`config.mk`:
```
export PLATFORM = sky130hd
export DESIGN_NAME = memory_write_reply_and_read_cmd
export DESIGN_NICKNAME = d
export VERILOG_FILES = /design/src/fstore_pkg.sv /design/src/fstore_if.sv /design/src/flash_store.sv /design/src/frame_parser.sv /design/src/memory_write_reply_and_read_cmd.sv
export SDC_FILE = /design/constraint.sdc
export NUM_CORES = 2
export LEC_CHECK = 0
export BUFFER_PORTS_ARGS = -buffer_cell sky130_fd_sc_hd__buf_4
export CAP_MARGIN = 20
export CORE_MARGIN = 3
export CORE_UTILIZATION = 50
export DETAILED_ROUTE_END_ITERATION = 7
export GPL_TIMING_DRIVEN = 0
export PLACE_DENSITY = 0.65
export SYNTH_ARGS = -nofsm -noshare
export SYNTH_HDL_FRONTEND = slang
export SYNTH_HIERARCHICAL = 1
export SYNTH_SLANG_ARGS = --single-unit
```
`constraint.sdc`:
```
create_clock -name mclk_i -period 89.3 [get_ports mclk_i]
set_input_delay 0 -clock mclk_i [delete_from_list [all_inputs] [get_ports mclk_i]]
set_output_delay 0 -clock mclk_i [all_outputs]
set_load 0.02 [all_outputs]
```
`src/fstore_pkg.sv`:
```
// constants, register map and state codes of the flash command engine
// assumes a byte-wide frame stream and a plain register port
package fstore_pkg;
   // command and reply codes
   localparam logic [7:0] CMD_PROG    = 8'h02;
   localparam logic [7:0] CMD_ERPROG  = 8'h03;
   localparam logic [7:0] CMD_FETCH   = 8'h04;
   localparam logic [7:0] RSP_PROG    = 8'h82;
   localparam logic [7:0] RSP_ERPROG  = 8'h83;
   localparam logic [7:0] RSP_FETCH   = 8'h84;
   localparam logic [7:0] ERASED_BYTE = 8'hFF;
   // header layout, byte 0 in the top lane, fields msb first
   localparam int HDR_BYTES = 8;
   localparam int HDR_W     = 64;
   localparam int F_CMD     = 56;
   localparam int F_FLG     = 48;
   localparam int F_BLK     = 32;
   localparam int F_OFF     = 16;
   localparam int F_CNT     = 0;
   localparam int ERR_BIT   = 0;
   // register offsets
   localparam logic [7:0] REG_CTRL     = 8'h00;
   localparam logic [7:0] REG_STATE    = 8'h04;
   localparam logic [7:0] REG_IRQ_STAT = 8'h08;
   localparam logic [7:0] REG_IRQ_EN   = 8'h0C;
   localparam logic [7:0] REG_IRQ_CLR  = 8'h10;
   localparam logic       CTRL_EN_RST  = 1'b1;
   localparam int ST_ERR_BIT = 4;
   // interrupt status bits
   localparam int IRQ_DONE = 0;
   localparam int IRQ_ERR  = 1;
   localparam int IRQ_DROP = 2;
   localparam int IRQ_W    = 3;
   typedef enum logic [2:0] {
      S_RX  = 3'h1,
      S_TX  = 3'h2,
      S_END = 3'h4
   } state_t;
endpackage : fstore_pkg

```
`src/fstore_if.sv`:
```
// carriers between the command engine, its frame parser and its store
// assumes all three share one clock
`timescale 1ns/1ps
interface hdr_if;
   logic [63:0] hdr;
   logic        hdr_stb;
   logic        pay_stb;
   logic [7:0]  pay_data;
   logic [15:0] pay_n;
   logic        end_stb;
   logic [15:0] end_len;
   logic        uni;
   logic [7:0]  ep;
   modport prod (output hdr, hdr_stb, pay_stb, pay_data, pay_n,
                 output end_stb, end_len, uni, ep);
   modport cons (input hdr, hdr_stb, pay_stb, pay_data, pay_n,
                 input end_stb, end_len, uni, ep);
endinterface : hdr_if

interface mem_if #(parameter int AW = 8);
   logic          erase;
   logic          wr;
   logic [AW-1:0] waddr;
   logic [7:0]    wdata;
   logic [AW-1:0] raddr;
   logic [7:0]    rdata;
   modport store (input erase, wr, waddr, wdata, raddr, output rdata);
   modport user  (output erase, wr, waddr, wdata, raddr, input rdata);
endinterface : mem_if

```
`src/flash_store.sv`:
```
// byte store that behaves like flash: program only clears bits,
// erase sets a whole block to all ones in one cycle
// assumes block count and block size are powers of two
`timescale 1ns/1ps
module flash_store import fstore_pkg::*; #(
   parameter int NBLK  = 4,
   parameter int BLKSZ = 64
) (
   input wire logic clk_i,
   input wire logic rst_n_i,
   mem_if.store     m
);
   localparam int OW    = $clog2(BLKSZ);
   localparam int DEPTH = NBLK * BLKSZ;
   localparam int AW    = $clog2(DEPTH);

   logic [7:0] cells [DEPTH];

   assign m.rdata = cells[m.raddr];

   for (genvar i = 0; i < DEPTH; i++) begin : g_cell
      localparam logic [AW-1:0] A = AW'(i);
      logic [7:0] cell_ff;
      logic [7:0] nxt_cell;
      always_comb begin
         nxt_cell = cell_ff;
         if (m.erase && m.waddr[AW-1:OW] == A[AW-1:OW]) begin
            nxt_cell = ERASED_BYTE;
         end else if (m.wr && m.waddr == A) begin
            // a program can only pull bits low
            nxt_cell = cell_ff & m.wdata;
         end
      end
      always_ff @(posedge clk_i or negedge rst_n_i) begin
         if (!rst_n_i) begin
            cell_ff <= ERASED_BYTE;
         end else begin
            cell_ff <= nxt_cell;
         end
      end
      assign cells[i] = cell_ff;
   end
endmodule : flash_store

```
`src/frame_parser.sv`:
```
// splits an accepted request frame into header word, payload bytes
// and an end marker; all outputs are registered
// assumes unicast flag and endpoint are steady across a frame
`timescale 1ns/1ps
module frame_parser import fstore_pkg::*; (
   input  wire logic       clk_i,
   input  wire logic       rst_n_i,
   input  wire logic       rx_valid_i,
   input  wire logic [7:0] rx_data_i,
   input  wire logic       rx_last_i,
   input  wire logic       rx_unicast_i,
   input  wire logic [7:0] rx_ep_i,
   input  wire logic       take_i,
   hdr_if.prod             h
);
   logic [15:0] idx_ff,  nxt_idx;
   logic [63:0] hdr_ff,  nxt_hdr;
   logic        hstb_ff, nxt_hstb;
   logic        pstb_ff, nxt_pstb;
   logic        estb_ff, nxt_estb;
   logic        uni_ff,  nxt_uni;
   logic [7:0]  pdat_ff, nxt_pdat;
   logic [7:0]  ep_ff,   nxt_ep;
   logic [15:0] pn_ff,   nxt_pn;
   logic [15:0] len_ff,  nxt_len;
   logic        acc;

   assign acc = rx_valid_i && take_i;

   always_comb begin
      nxt_idx  = idx_ff;
      nxt_hdr  = hdr_ff;
      nxt_hstb = 1'b0;
      nxt_pstb = 1'b0;
      nxt_estb = 1'b0;
      nxt_uni  = uni_ff;
      nxt_ep   = ep_ff;
      nxt_pdat = pdat_ff;
      nxt_pn   = pn_ff;
      nxt_len  = len_ff;
      if (acc) begin
         nxt_uni = rx_unicast_i;
         nxt_ep  = rx_ep_i;
         if (idx_ff < 16'(HDR_BYTES)) begin
            nxt_hdr  = {hdr_ff[HDR_W-9:0], rx_data_i};
            nxt_hstb = idx_ff == 16'(HDR_BYTES - 1);
         end else begin
            nxt_pstb = 1'b1;
            nxt_pdat = rx_data_i;
            nxt_pn   = idx_ff - 16'(HDR_BYTES);
         end
         if (rx_last_i) begin
            nxt_estb = 1'b1;
            nxt_len  = idx_ff + 16'h0001;
            nxt_idx  = 16'h0000;
         end else if (idx_ff != 16'hFFFF) begin
            nxt_idx = idx_ff + 16'h0001;
         end
      end
   end

   always_ff @(posedge clk_i or negedge rst_n_i) begin
      if (!rst_n_i) begin
         idx_ff  <= 16'h0000;
         hdr_ff  <= 64'h0;
         hstb_ff <= 1'b0;
         pstb_ff <= 1'b0;
         estb_ff <= 1'b0;
         uni_ff  <= 1'b0;
         ep_ff   <= 8'h00;
         pdat_ff <= 8'h00;
         pn_ff   <= 16'h0000;
         len_ff  <= 16'h0000;
      end else begin
         idx_ff  <= nxt_idx;
         hdr_ff  <= nxt_hdr;
         hstb_ff <= nxt_hstb;
         pstb_ff <= nxt_pstb;
         estb_ff <= nxt_estb;
         uni_ff  <= nxt_uni;
         ep_ff   <= nxt_ep;
         pdat_ff <= nxt_pdat;
         pn_ff   <= nxt_pn;
         len_ff  <= nxt_len;
      end
   end

   assign h.hdr      = hdr_ff;
   assign h.hdr_stb  = hstb_ff;
   assign h.pay_stb  = pstb_ff;
   assign h.pay_data = pdat_ff;
   assign h.pay_n    = pn_ff;
   assign h.end_stb  = estb_ff;
   assign h.end_len  = len_ff;
   assign h.uni      = uni_ff;
   assign h.ep       = ep_ff;
endmodule : frame_parser

```
`src/memory_write_reply_and_read_cmd.sv`:
```
// command engine for the general flash store: programs blocks from
// request frames and returns program and fetch replies
// assumes request and reply streams and registers share mclk_i
// Contract
// - program replies 0x82, clear-then-program replies 0x83
// - result bit zero one on failure
// - reply echoes request block index
// - program replies carry zero count, no payload
// - reply only unicast, to source endpoint
// - fetch reply uses code 0x84
// - fetch reply count equals appended bytes
// - fetch payload is block bytes from offset
//
// Added by the designer: strobed register access and the register addresses.
`timescale 1ns/1ps
module memory_write_reply_and_read_cmd import fstore_pkg::*; #(
   parameter int NBLK  = 4,
   parameter int BLKSZ = 64
) (
   input  wire logic        mclk_i,
   input  wire logic        rst_n_i,
   input  wire logic        rx_valid_i,
   input  wire logic [7:0]  rx_data_i,
   input  wire logic        rx_last_i,
   input  wire logic        rx_unicast_i,
   input  wire logic [7:0]  rx_ep_i,
   output logic             rx_ready_o,
   output logic             tx_valid_o,
   output logic [7:0]       tx_data_o,
   output logic             tx_last_o,
   output logic [7:0]       tx_ep_o,
   input  wire logic        tx_ready_i,
   input  wire logic [7:0]  addr_i,
   input  wire logic [31:0] wdata_i,
   input  wire logic        wr_i,
   input  wire logic        rd_i,
   output logic [31:0]      rdata_o,
   output logic             irq_o
);
   localparam int BW = $clog2(NBLK);
   localparam int OW = $clog2(BLKSZ);
   localparam int AW = BW + OW;

   if (NBLK < 2 || BLKSZ < 2 || BLKSZ > 4096 || NBLK > 65536 ||
       (1 << BW) != NBLK || (1 << OW) != BLKSZ) begin : g_bad_param
      $error("block count and size must be powers of two in range");
   end

   logic rs1_ff;
   logic rst_n;
   always_ff @(posedge mclk_i or negedge rst_n_i) begin
      if (!rst_n_i) begin
         rs1_ff <= 1'b0;
         rst_n  <= 1'b0;
      end else begin
         rs1_ff <= 1'b1;
         rst_n  <= rs1_ff;
      end
   end

   hdr_if h ();
   mem_if #(.AW(AW)) m ();

   logic rx_ready_ff;

   frame_parser u_parse (
      .clk_i        (mclk_i),
      .rst_n_i      (rst_n),
      .rx_valid_i   (rx_valid_i),
      .rx_data_i    (rx_data_i),
      .rx_last_i    (rx_last_i),
      .rx_unicast_i (rx_unicast_i),
      .rx_ep_i      (rx_ep_i),
      .take_i       (rx_ready_ff),
      .h            (h)
   );

   flash_store #(.NBLK(NBLK), .BLKSZ(BLKSZ)) u_store (
      .clk_i   (mclk_i),
      .rst_n_i (rst_n),
      .m       (m)
   );

   function automatic logic in_block(input logic [15:0] blk,
                                     input logic [15:0] off,
                                     input logic [15:0] cnt);
      in_block = (blk < 16'(NBLK)) &&
                 ({1'b0, off} + {1'b0, cnt} <= 17'(BLKSZ));
   endfunction : in_block

   // request fields; option flags are not looked at
   logic [7:0]  q_cmd;
   logic [15:0] q_blk, q_off, q_cnt;
   logic        q_prog, q_fetch, q_rng, ctrl_en_ff;
   assign q_cmd   = h.hdr[F_CMD +: 8];
   assign q_blk   = h.hdr[F_BLK +: 16];
   assign q_off   = h.hdr[F_OFF +: 16];
   assign q_cnt   = h.hdr[F_CNT +: 16];
   assign q_prog  = q_cmd == CMD_PROG || q_cmd == CMD_ERPROG;
   assign q_fetch = q_cmd == CMD_FETCH;
   assign q_rng   = in_block(q_blk, q_off, q_cnt);

   // program path: bytes go to the store as they arrive
   logic prog_act_ff, nxt_prog_act;
   always_comb begin
      nxt_prog_act = prog_act_ff;
      m.erase      = 1'b0;
      m.wr         = 1'b0;
      if (h.hdr_stb) begin
         nxt_prog_act = q_prog && q_rng && h.uni && ctrl_en_ff;
         m.erase      = nxt_prog_act && q_cmd == CMD_ERPROG;
      end
      // surplus payload beyond the count is never written
      if (h.pay_stb && prog_act_ff && h.pay_n < q_cnt) begin
         m.wr = 1'b1;
      end
      if (h.end_stb) begin
         nxt_prog_act = 1'b0;
      end
   end
   assign m.waddr = {q_blk[BW-1:0], OW'(q_off + h.pay_n)};
   assign m.wdata = h.pay_data;

   always_ff @(posedge mclk_i or negedge rst_n) begin
      if (!rst_n) begin
         prog_act_ff <= 1'b0;
      end else begin
         prog_act_ff <= nxt_prog_act;
      end
   end

   // frame end decision
   logic       good, len_ok, exp_err;
   logic [7:0] exp_code;
   logic [7:0] exp_flags;
   assign len_ok = {1'b0, h.end_len} == 17'(q_cnt) + 17'(HDR_BYTES);
   assign good   = h.end_len >= 16'(HDR_BYTES) && h.uni && ctrl_en_ff &&
                   (q_prog || q_fetch);
   assign exp_err = !q_rng || (q_prog && !len_ok);
   always_comb begin
      unique case (q_cmd)
         CMD_PROG:   exp_code = RSP_PROG;
         CMD_ERPROG: exp_code = RSP_ERPROG;
         default:    exp_code = RSP_FETCH;
      endcase
      exp_flags          = 8'h00;
      exp_flags[ERR_BIT] = exp_err;
   end

   // reply sender
   state_t      state_ff,  nxt_state;
   logic [15:0] pos_ff,    nxt_pos;
   logic        tx_valid_ff, nxt_tx_valid;
   logic [7:0]  tx_data_ff,  nxt_tx_data;
   logic        tx_last_ff,  nxt_tx_last;
   logic [7:0]  tx_ep_ff,    nxt_tx_ep;
   logic        nxt_rx_ready;
   logic [63:0] sh_ff,     nxt_sh;
   logic [7:0]  code_ff,   nxt_code;
   logic [15:0] blk_ff,    nxt_blk;
   logic [15:0] off_ff,    nxt_off;
   logic [15:0] dcnt_ff,   nxt_dcnt;
   logic        err_ff,    nxt_err;
   logic [15:0] load_pos;
   logic        ev_done, ev_err, ev_drop;

   assign load_pos = tx_valid_ff ? pos_ff + 16'h0001 : 16'h0000;
   assign m.raddr  = {blk_ff[BW-1:0],
                      OW'(off_ff + load_pos - 16'(HDR_BYTES))};

   always_comb begin
      nxt_state    = state_ff;
      nxt_pos      = pos_ff;
      nxt_tx_valid = tx_valid_ff;
      nxt_tx_data  = tx_data_ff;
      nxt_tx_last  = tx_last_ff;
      nxt_tx_ep    = tx_ep_ff;
      nxt_rx_ready = rx_ready_ff;
      nxt_sh       = sh_ff;
      nxt_code     = code_ff;
      nxt_blk      = blk_ff;
      nxt_off      = off_ff;
      nxt_dcnt     = dcnt_ff;
      nxt_err      = err_ff;
      ev_done      = 1'b0;
      ev_err       = 1'b0;
      ev_drop      = 1'b0;
      unique case (state_ff)
         S_RX: begin
            // stop taking bytes once a frame is complete
            if (rx_valid_i && rx_ready_ff && rx_last_i) begin
               nxt_rx_ready = 1'b0;
            end
            if (h.end_stb) begin
               if (good) begin
                  nxt_state = S_TX;
                  nxt_code  = exp_code;
                  nxt_blk   = q_blk;
                  nxt_off   = q_off;
                  nxt_err   = exp_err;
                  nxt_tx_ep = h.ep;
                  // fetch payload in the request is ignored
                  nxt_dcnt  = (q_fetch && q_rng) ? q_cnt : 16'h0000;
                  nxt_sh    = {exp_code, exp_flags, q_blk, q_off,
                               nxt_dcnt};
               end else begin
                  ev_drop      = 1'b1;
                  nxt_rx_ready = 1'b1;
               end
            end
         end
         S_TX: begin
            if (!tx_valid_ff || tx_ready_i) begin
               nxt_tx_valid = 1'b1;
               nxt_pos      = load_pos;
               if (load_pos < 16'(HDR_BYTES)) begin
                  nxt_tx_data = sh_ff[F_CMD +: 8];
                  nxt_sh      = {sh_ff[HDR_W-9:0], 8'h00};
               end else begin
                  nxt_tx_data = m.rdata;
               end
               nxt_tx_last = load_pos == 16'(HDR_BYTES - 1) + dcnt_ff;
               if (nxt_tx_last) begin
                  nxt_state = S_END;
               end
            end
         end
         S_END: begin
            if (tx_ready_i) begin
               nxt_tx_valid = 1'b0;
               nxt_tx_last  = 1'b0;
               nxt_rx_ready = 1'b1;
               nxt_state    = S_RX;
               ev_done      = 1'b1;
               ev_err       = err_ff;
            end
         end
      endcase
   end

   always_ff @(posedge mclk_i or negedge rst_n) begin
      if (!rst_n) begin
         state_ff    <= S_RX;
         pos_ff      <= 16'h0000;
         tx_valid_ff <= 1'b0;
         tx_data_ff  <= 8'h00;
         tx_last_ff  <= 1'b0;
         tx_ep_ff    <= 8'h00;
         // ready from reset, or no first frame could ever enter
         rx_ready_ff <= 1'b1;
         sh_ff       <= 64'h0;
         code_ff     <= 8'h00;
         blk_ff      <= 16'h0000;
         off_ff      <= 16'h0000;
         dcnt_ff     <= 16'h0000;
         err_ff      <= 1'b0;
      end else begin
         state_ff    <= nxt_state;
         pos_ff      <= nxt_pos;
         tx_valid_ff <= nxt_tx_valid;
         tx_data_ff  <= nxt_tx_data;
         tx_last_ff  <= nxt_tx_last;
         tx_ep_ff    <= nxt_tx_ep;
         rx_ready_ff <= nxt_rx_ready;
         sh_ff       <= nxt_sh;
         code_ff     <= nxt_code;
         blk_ff      <= nxt_blk;
         off_ff      <= nxt_off;
         dcnt_ff     <= nxt_dcnt;
         err_ff      <= nxt_err;
      end
   end

   // register port and interrupts
   logic [IRQ_W-1:0] stat_ff, nxt_stat, en_ff, nxt_en, ev;
   logic             nxt_ctrl_en, irq_ff, nxt_irq;
   logic [31:0]      rdata_ff, nxt_rdata;
   assign ev = {ev_drop, ev_err, ev_done};
   always_comb begin
      nxt_ctrl_en = ctrl_en_ff;
      nxt_en      = en_ff;
      nxt_stat    = stat_ff;
      nxt_rdata   = 32'h0;
      if (wr_i && addr_i == REG_CTRL) begin
         nxt_ctrl_en = wdata_i[0];
      end
      if (wr_i && addr_i == REG_IRQ_EN) begin
         nxt_en = wdata_i[IRQ_W-1:0];
      end
      if (wr_i && addr_i == REG_IRQ_CLR) begin
         nxt_stat = stat_ff & ~wdata_i[IRQ_W-1:0];
      end
      // a new event beats a clear in the same cycle
      nxt_stat = nxt_stat | ev;
      nxt_irq  = |(nxt_stat & nxt_en);
      if (rd_i) begin
         unique case (addr_i)
            REG_CTRL:     nxt_rdata = 32'(ctrl_en_ff);
            REG_STATE:    nxt_rdata = 32'(state_ff) |
                                      (32'(err_ff) << ST_ERR_BIT);
            REG_IRQ_STAT: nxt_rdata = 32'(stat_ff);
            REG_IRQ_EN:   nxt_rdata = 32'(en_ff);
            default:      nxt_rdata = 32'h0;
         endcase
      end
   end

   always_ff @(posedge mclk_i or negedge rst_n) begin
      if (!rst_n) begin
         ctrl_en_ff <= CTRL_EN_RST;
         en_ff      <= '0;
         stat_ff    <= '0;
         irq_ff     <= 1'b0;
         rdata_ff   <= 32'h0;
      end else begin
         ctrl_en_ff <= nxt_ctrl_en;
         en_ff      <= nxt_en;
         stat_ff    <= nxt_stat;
         irq_ff     <= nxt_irq;
         rdata_ff   <= nxt_rdata;
      end
   end

   assign rx_ready_o = rx_ready_ff;
   assign tx_valid_o = tx_valid_ff;
   assign tx_data_o  = tx_data_ff;
   assign tx_last_o  = tx_last_ff;
   assign tx_ep_o    = tx_ep_ff;
   assign rdata_o    = rdata_ff;
   assign irq_o      = irq_ff;

   logic fetch_start;
   assign fetch_start = state_ff == S_RX && h.end_stb && good && q_fetch;
endmodule : memory_write_reply_and_read_cmd
```
==> out/results.txt <==
Skew final = 0.0587 ns
Syn_area_per_cell = 11.0 sq um
Fmax = 114 MHz
Gpl congestion = 1.06
Post-synthesis cell count = 9810
Final WL = 468000 microns
Initial DRC Count = 13.0k
I/O Buffers = 58
H-tree depth = 4
Layout Area Growth over Synthesis = 14.0%
Top-area cell type share of the netlist area = 0.501
Final setup viols = 0
Clock-pin slew on the worst setup and hold paths = 0.06 ns
Final hold vios = 0
Commonest non-fill, non-tap cells in the layout = 2535 x nand2_1, 2189 x o21ai_0, 2051 x dfstp_2
Final Cycle Share = 0.0987
Status = finished, final reports clean
Synth Area in Adders = 0.00649
Slew @ Worst Pin = 1.28 ns
Overall die area = 0.221 sq mm
First-pass GRT wire length = 654000 microns
Req. time, crit path = 90.14 ns
Worst-Skew Late Latency = 0.95 ns
Class of the worst hold path = in -> reg
Vias in the first global route = 85.8k
Die W = 470 microns
Share of cells above drive strength 1 = 0.326
Tot GR Track Use = 0.418
Met1 usage = 0.532
CTS buffer count = 240
Post-synth top flop = dfstp_2
Drt wl/cell = 35.0 microns
Root Buffer = clkbuf_16
Final core occ = 0.576
Post-Syn Area = 0.108 sq mm
ANT nets after route = 0
First drt pass iteration count = 8
TritonCTS clock tree = yes
Worst Path Max Fanout = 10
Relative slew slack = 0.145
EDFF count, synth = 0
Crit path time final = 8.81 ns
Ys async rst share = 1.00
Busiest grt layer = met2
Die Ht = 470 microns
RSZ-0062 raised after global routing = no
Mux cell area share after synthesis = 0.124
Placed Area = 0.113 sq mm
Via density per instance = 6.64
Post-synthesis sequential area ratio = 0.564
Max Slew Vio Count = 0
Via count = 88.7k
Synth Area in Simple Gates = 0.112
Combinational family with the most area after synthesis = compound AO/OA/AOI/OAI gates
Worst VDD drop = 32.3 uV
Initial Utilization = 0.505
Max_cap viols = 0
Largest net degree at the start of global routing = 79
Yosys cell types = 105
Longest Clk Path Bufs = 3
Compound-Gate Fraction of Synth Area = 0.144
Leak = 0.0577 uW
Layout Nets = 10.4k
Hpwl dp = 339000 microns
Ports = 116
Flops & latches, synth = 2322
Core area = 0.213 sq mm
Total grt overflow = 0
XOR/XNOR Fraction of Synth Area = 0.00672
Critical path class = reg -> reg
Antenna violations before repair = 40
Post-CTS Setup Inserts = 0
Commonest non-fill, non-tap cell in the layout = nand2_1
Synth top area cells = dfstp_2 50%, o21ai_0 10%, nand2_1 8.8%
Power Density = 22.6 mW/mm^2
Post-route DRC = 0
CP Launch Type = register
WP data arrival = 9.65 ns
CP endpoint kind = register
Core Rows = 169
Met2 usage = 0.581
Design area = 0.123 sq mm
Area leader, netlist = dfstp_2
CTS sink count = 2322
GRT met3 Usage = 0.150
YS warnings = 6
timing repair:
item,in CTS,in global routing
hold endpoints to repair,96,0
gates resized for setup,0,0
hold buffers,67,0
kinds of logic after synthesis:
kind of cell	count (synthesis)
and+or+nand+nor	2970
AOI/OAI and AO/OA	2783
DFF	2322
buffers and inverters	854
muxes	744
xor gates and xnor gates	81
adders and majority gates	54
other	2
power by group:
part | leakage, uW | switching (uW) | internal, uW
logic | 0.0288 | 496 | 146
clock network | 0.00413 | 455 | 615
registers | 0.0248 | 2.47 | 1060
total | 0.0577 | 953 | 1820
synth_stat cells, types with 12 or more instances:
master and number:
nand2_1 2535, o21ai_0 2189, dfstp_2 2051, clkbuf_1 537, mux4_2 384, dfrtp_1 271
mux2i_1 206, a21oi_1 100, nor2_1 98, a22oi_1 93, a22o_1 74, buf_2 73
nor3_1 72, buf_6 64, inv_1 59, xnor2_1 58, buf_4 57, nand3_1 56
mux2_2 54, ha_1 51, mux2_4 49, a221oi_1 48, o22ai_1 45, mux4_1 44
o221ai_1 29, nor4_1 28, nand4_1 25, a21o_1 23, nand2b_1 23, o2bb2ai_1 22
xor2_1 22, buf_1 21, a22o_2 20, a31oi_1 20, nor2b_1 18, buf_12 17
nand3b_1 17, o31ai_1 14, a311oi_1 13, and2_1 12, and3_1 12
layer usage:
layer / wire length (microns) / share of wire
met5: 516 / 0.0011
met2: 193000 / 0.41
met4: 42600 / 0.091
met3: 60300 / 0.13
met1: 171000 / 0.37
sequential cells by signal, indices dropped and copies added, names as in the netlist, 2 cells and up:
register,cells
tx_ep_o,8
sh_ff,64
u_parse/h.pay_data,8
blk_ff,2
u_parse/idx_ff,16
rdata_o,4
en_ff,3
u_parse/h.pay_n,16
off_ff,6
u_parse/h.end_len,16
u_parse/h.hdr,64
dcnt_ff,16
u_parse/h.ep,8
u_store/g_cell.cell_ff,2048
stat_ff,3
pos_ff,16
tx_data_o,8
state_ff,3
per-stage QoR:
step | setup WS, ns | total power (uW) | hold slack [ns] | instances | TNS [ns]
after detailed placement | 80.93 | 1670 | -0.216 | 12800 | 0
after CTS | 80.89 | 2740 | 0.00550 | 13300 | 0
after global placement | -0.601 | 1650 | -0.218 | 12700 | -56.38
after floorplan | 23.37 | 1340 | -0.296 | 9837 | 0
final | 80.49 | 2770 | 0.0340 | 13400 | 0
after global routing | 80.77 | 2810 | 0.0695 | 13300 | 0
cell type report:
class                      count  area [sq um]
tap                         2821          3530
antenna                       41           103
fill                       17900         90300
buffer                       794          4290
clock buffer                 345          6990
sequential                  2322         60700
timing repair buffer         211          2810
inverter                      60           225
multi-input combinational   6661         42600
clock inverter                99          1450
final timing paths:
kind	slack [ns]	startpoint	cells past startpoint	endpoint
min in group asynchronous	0.40	rst_n	0	sh_ff[24]
min	0.03	rx_last_i	5	rx_ready_o
max reg2reg	80.49	tx_valid_o	18	tx_data_o[0]
max	80.49	tx_valid_o	18	tx_data_o[0]
max in group asynchronous	85.85	rst_n	7	u_store/g_cell[87].cell_ff[1]
min reg2reg	0.35	rs1_ff	0	rst_n
worst max-delay path: stages, from the launching register on:
cell and delay, ns:
dfrtp_1 0.50, buf_2 0.29, clkbuf_1 0.41, clkbuf_1 0.43, and2_1 0.25, ha_1 0.25
ha_1 0.22, fa_1 0.96, buf_2 0.47, nor2b_1 0.98, clkbuf_1 0.86, buf_2 0.52
a22oi_1 0.21, a21oi_1 0.34, nor3_1 0.11, clkbuf_4 0.21, nor4_2 0.92, mux2i_1 0.47
o21ai_0 0.27
Power figures use the tool's default switching activity.
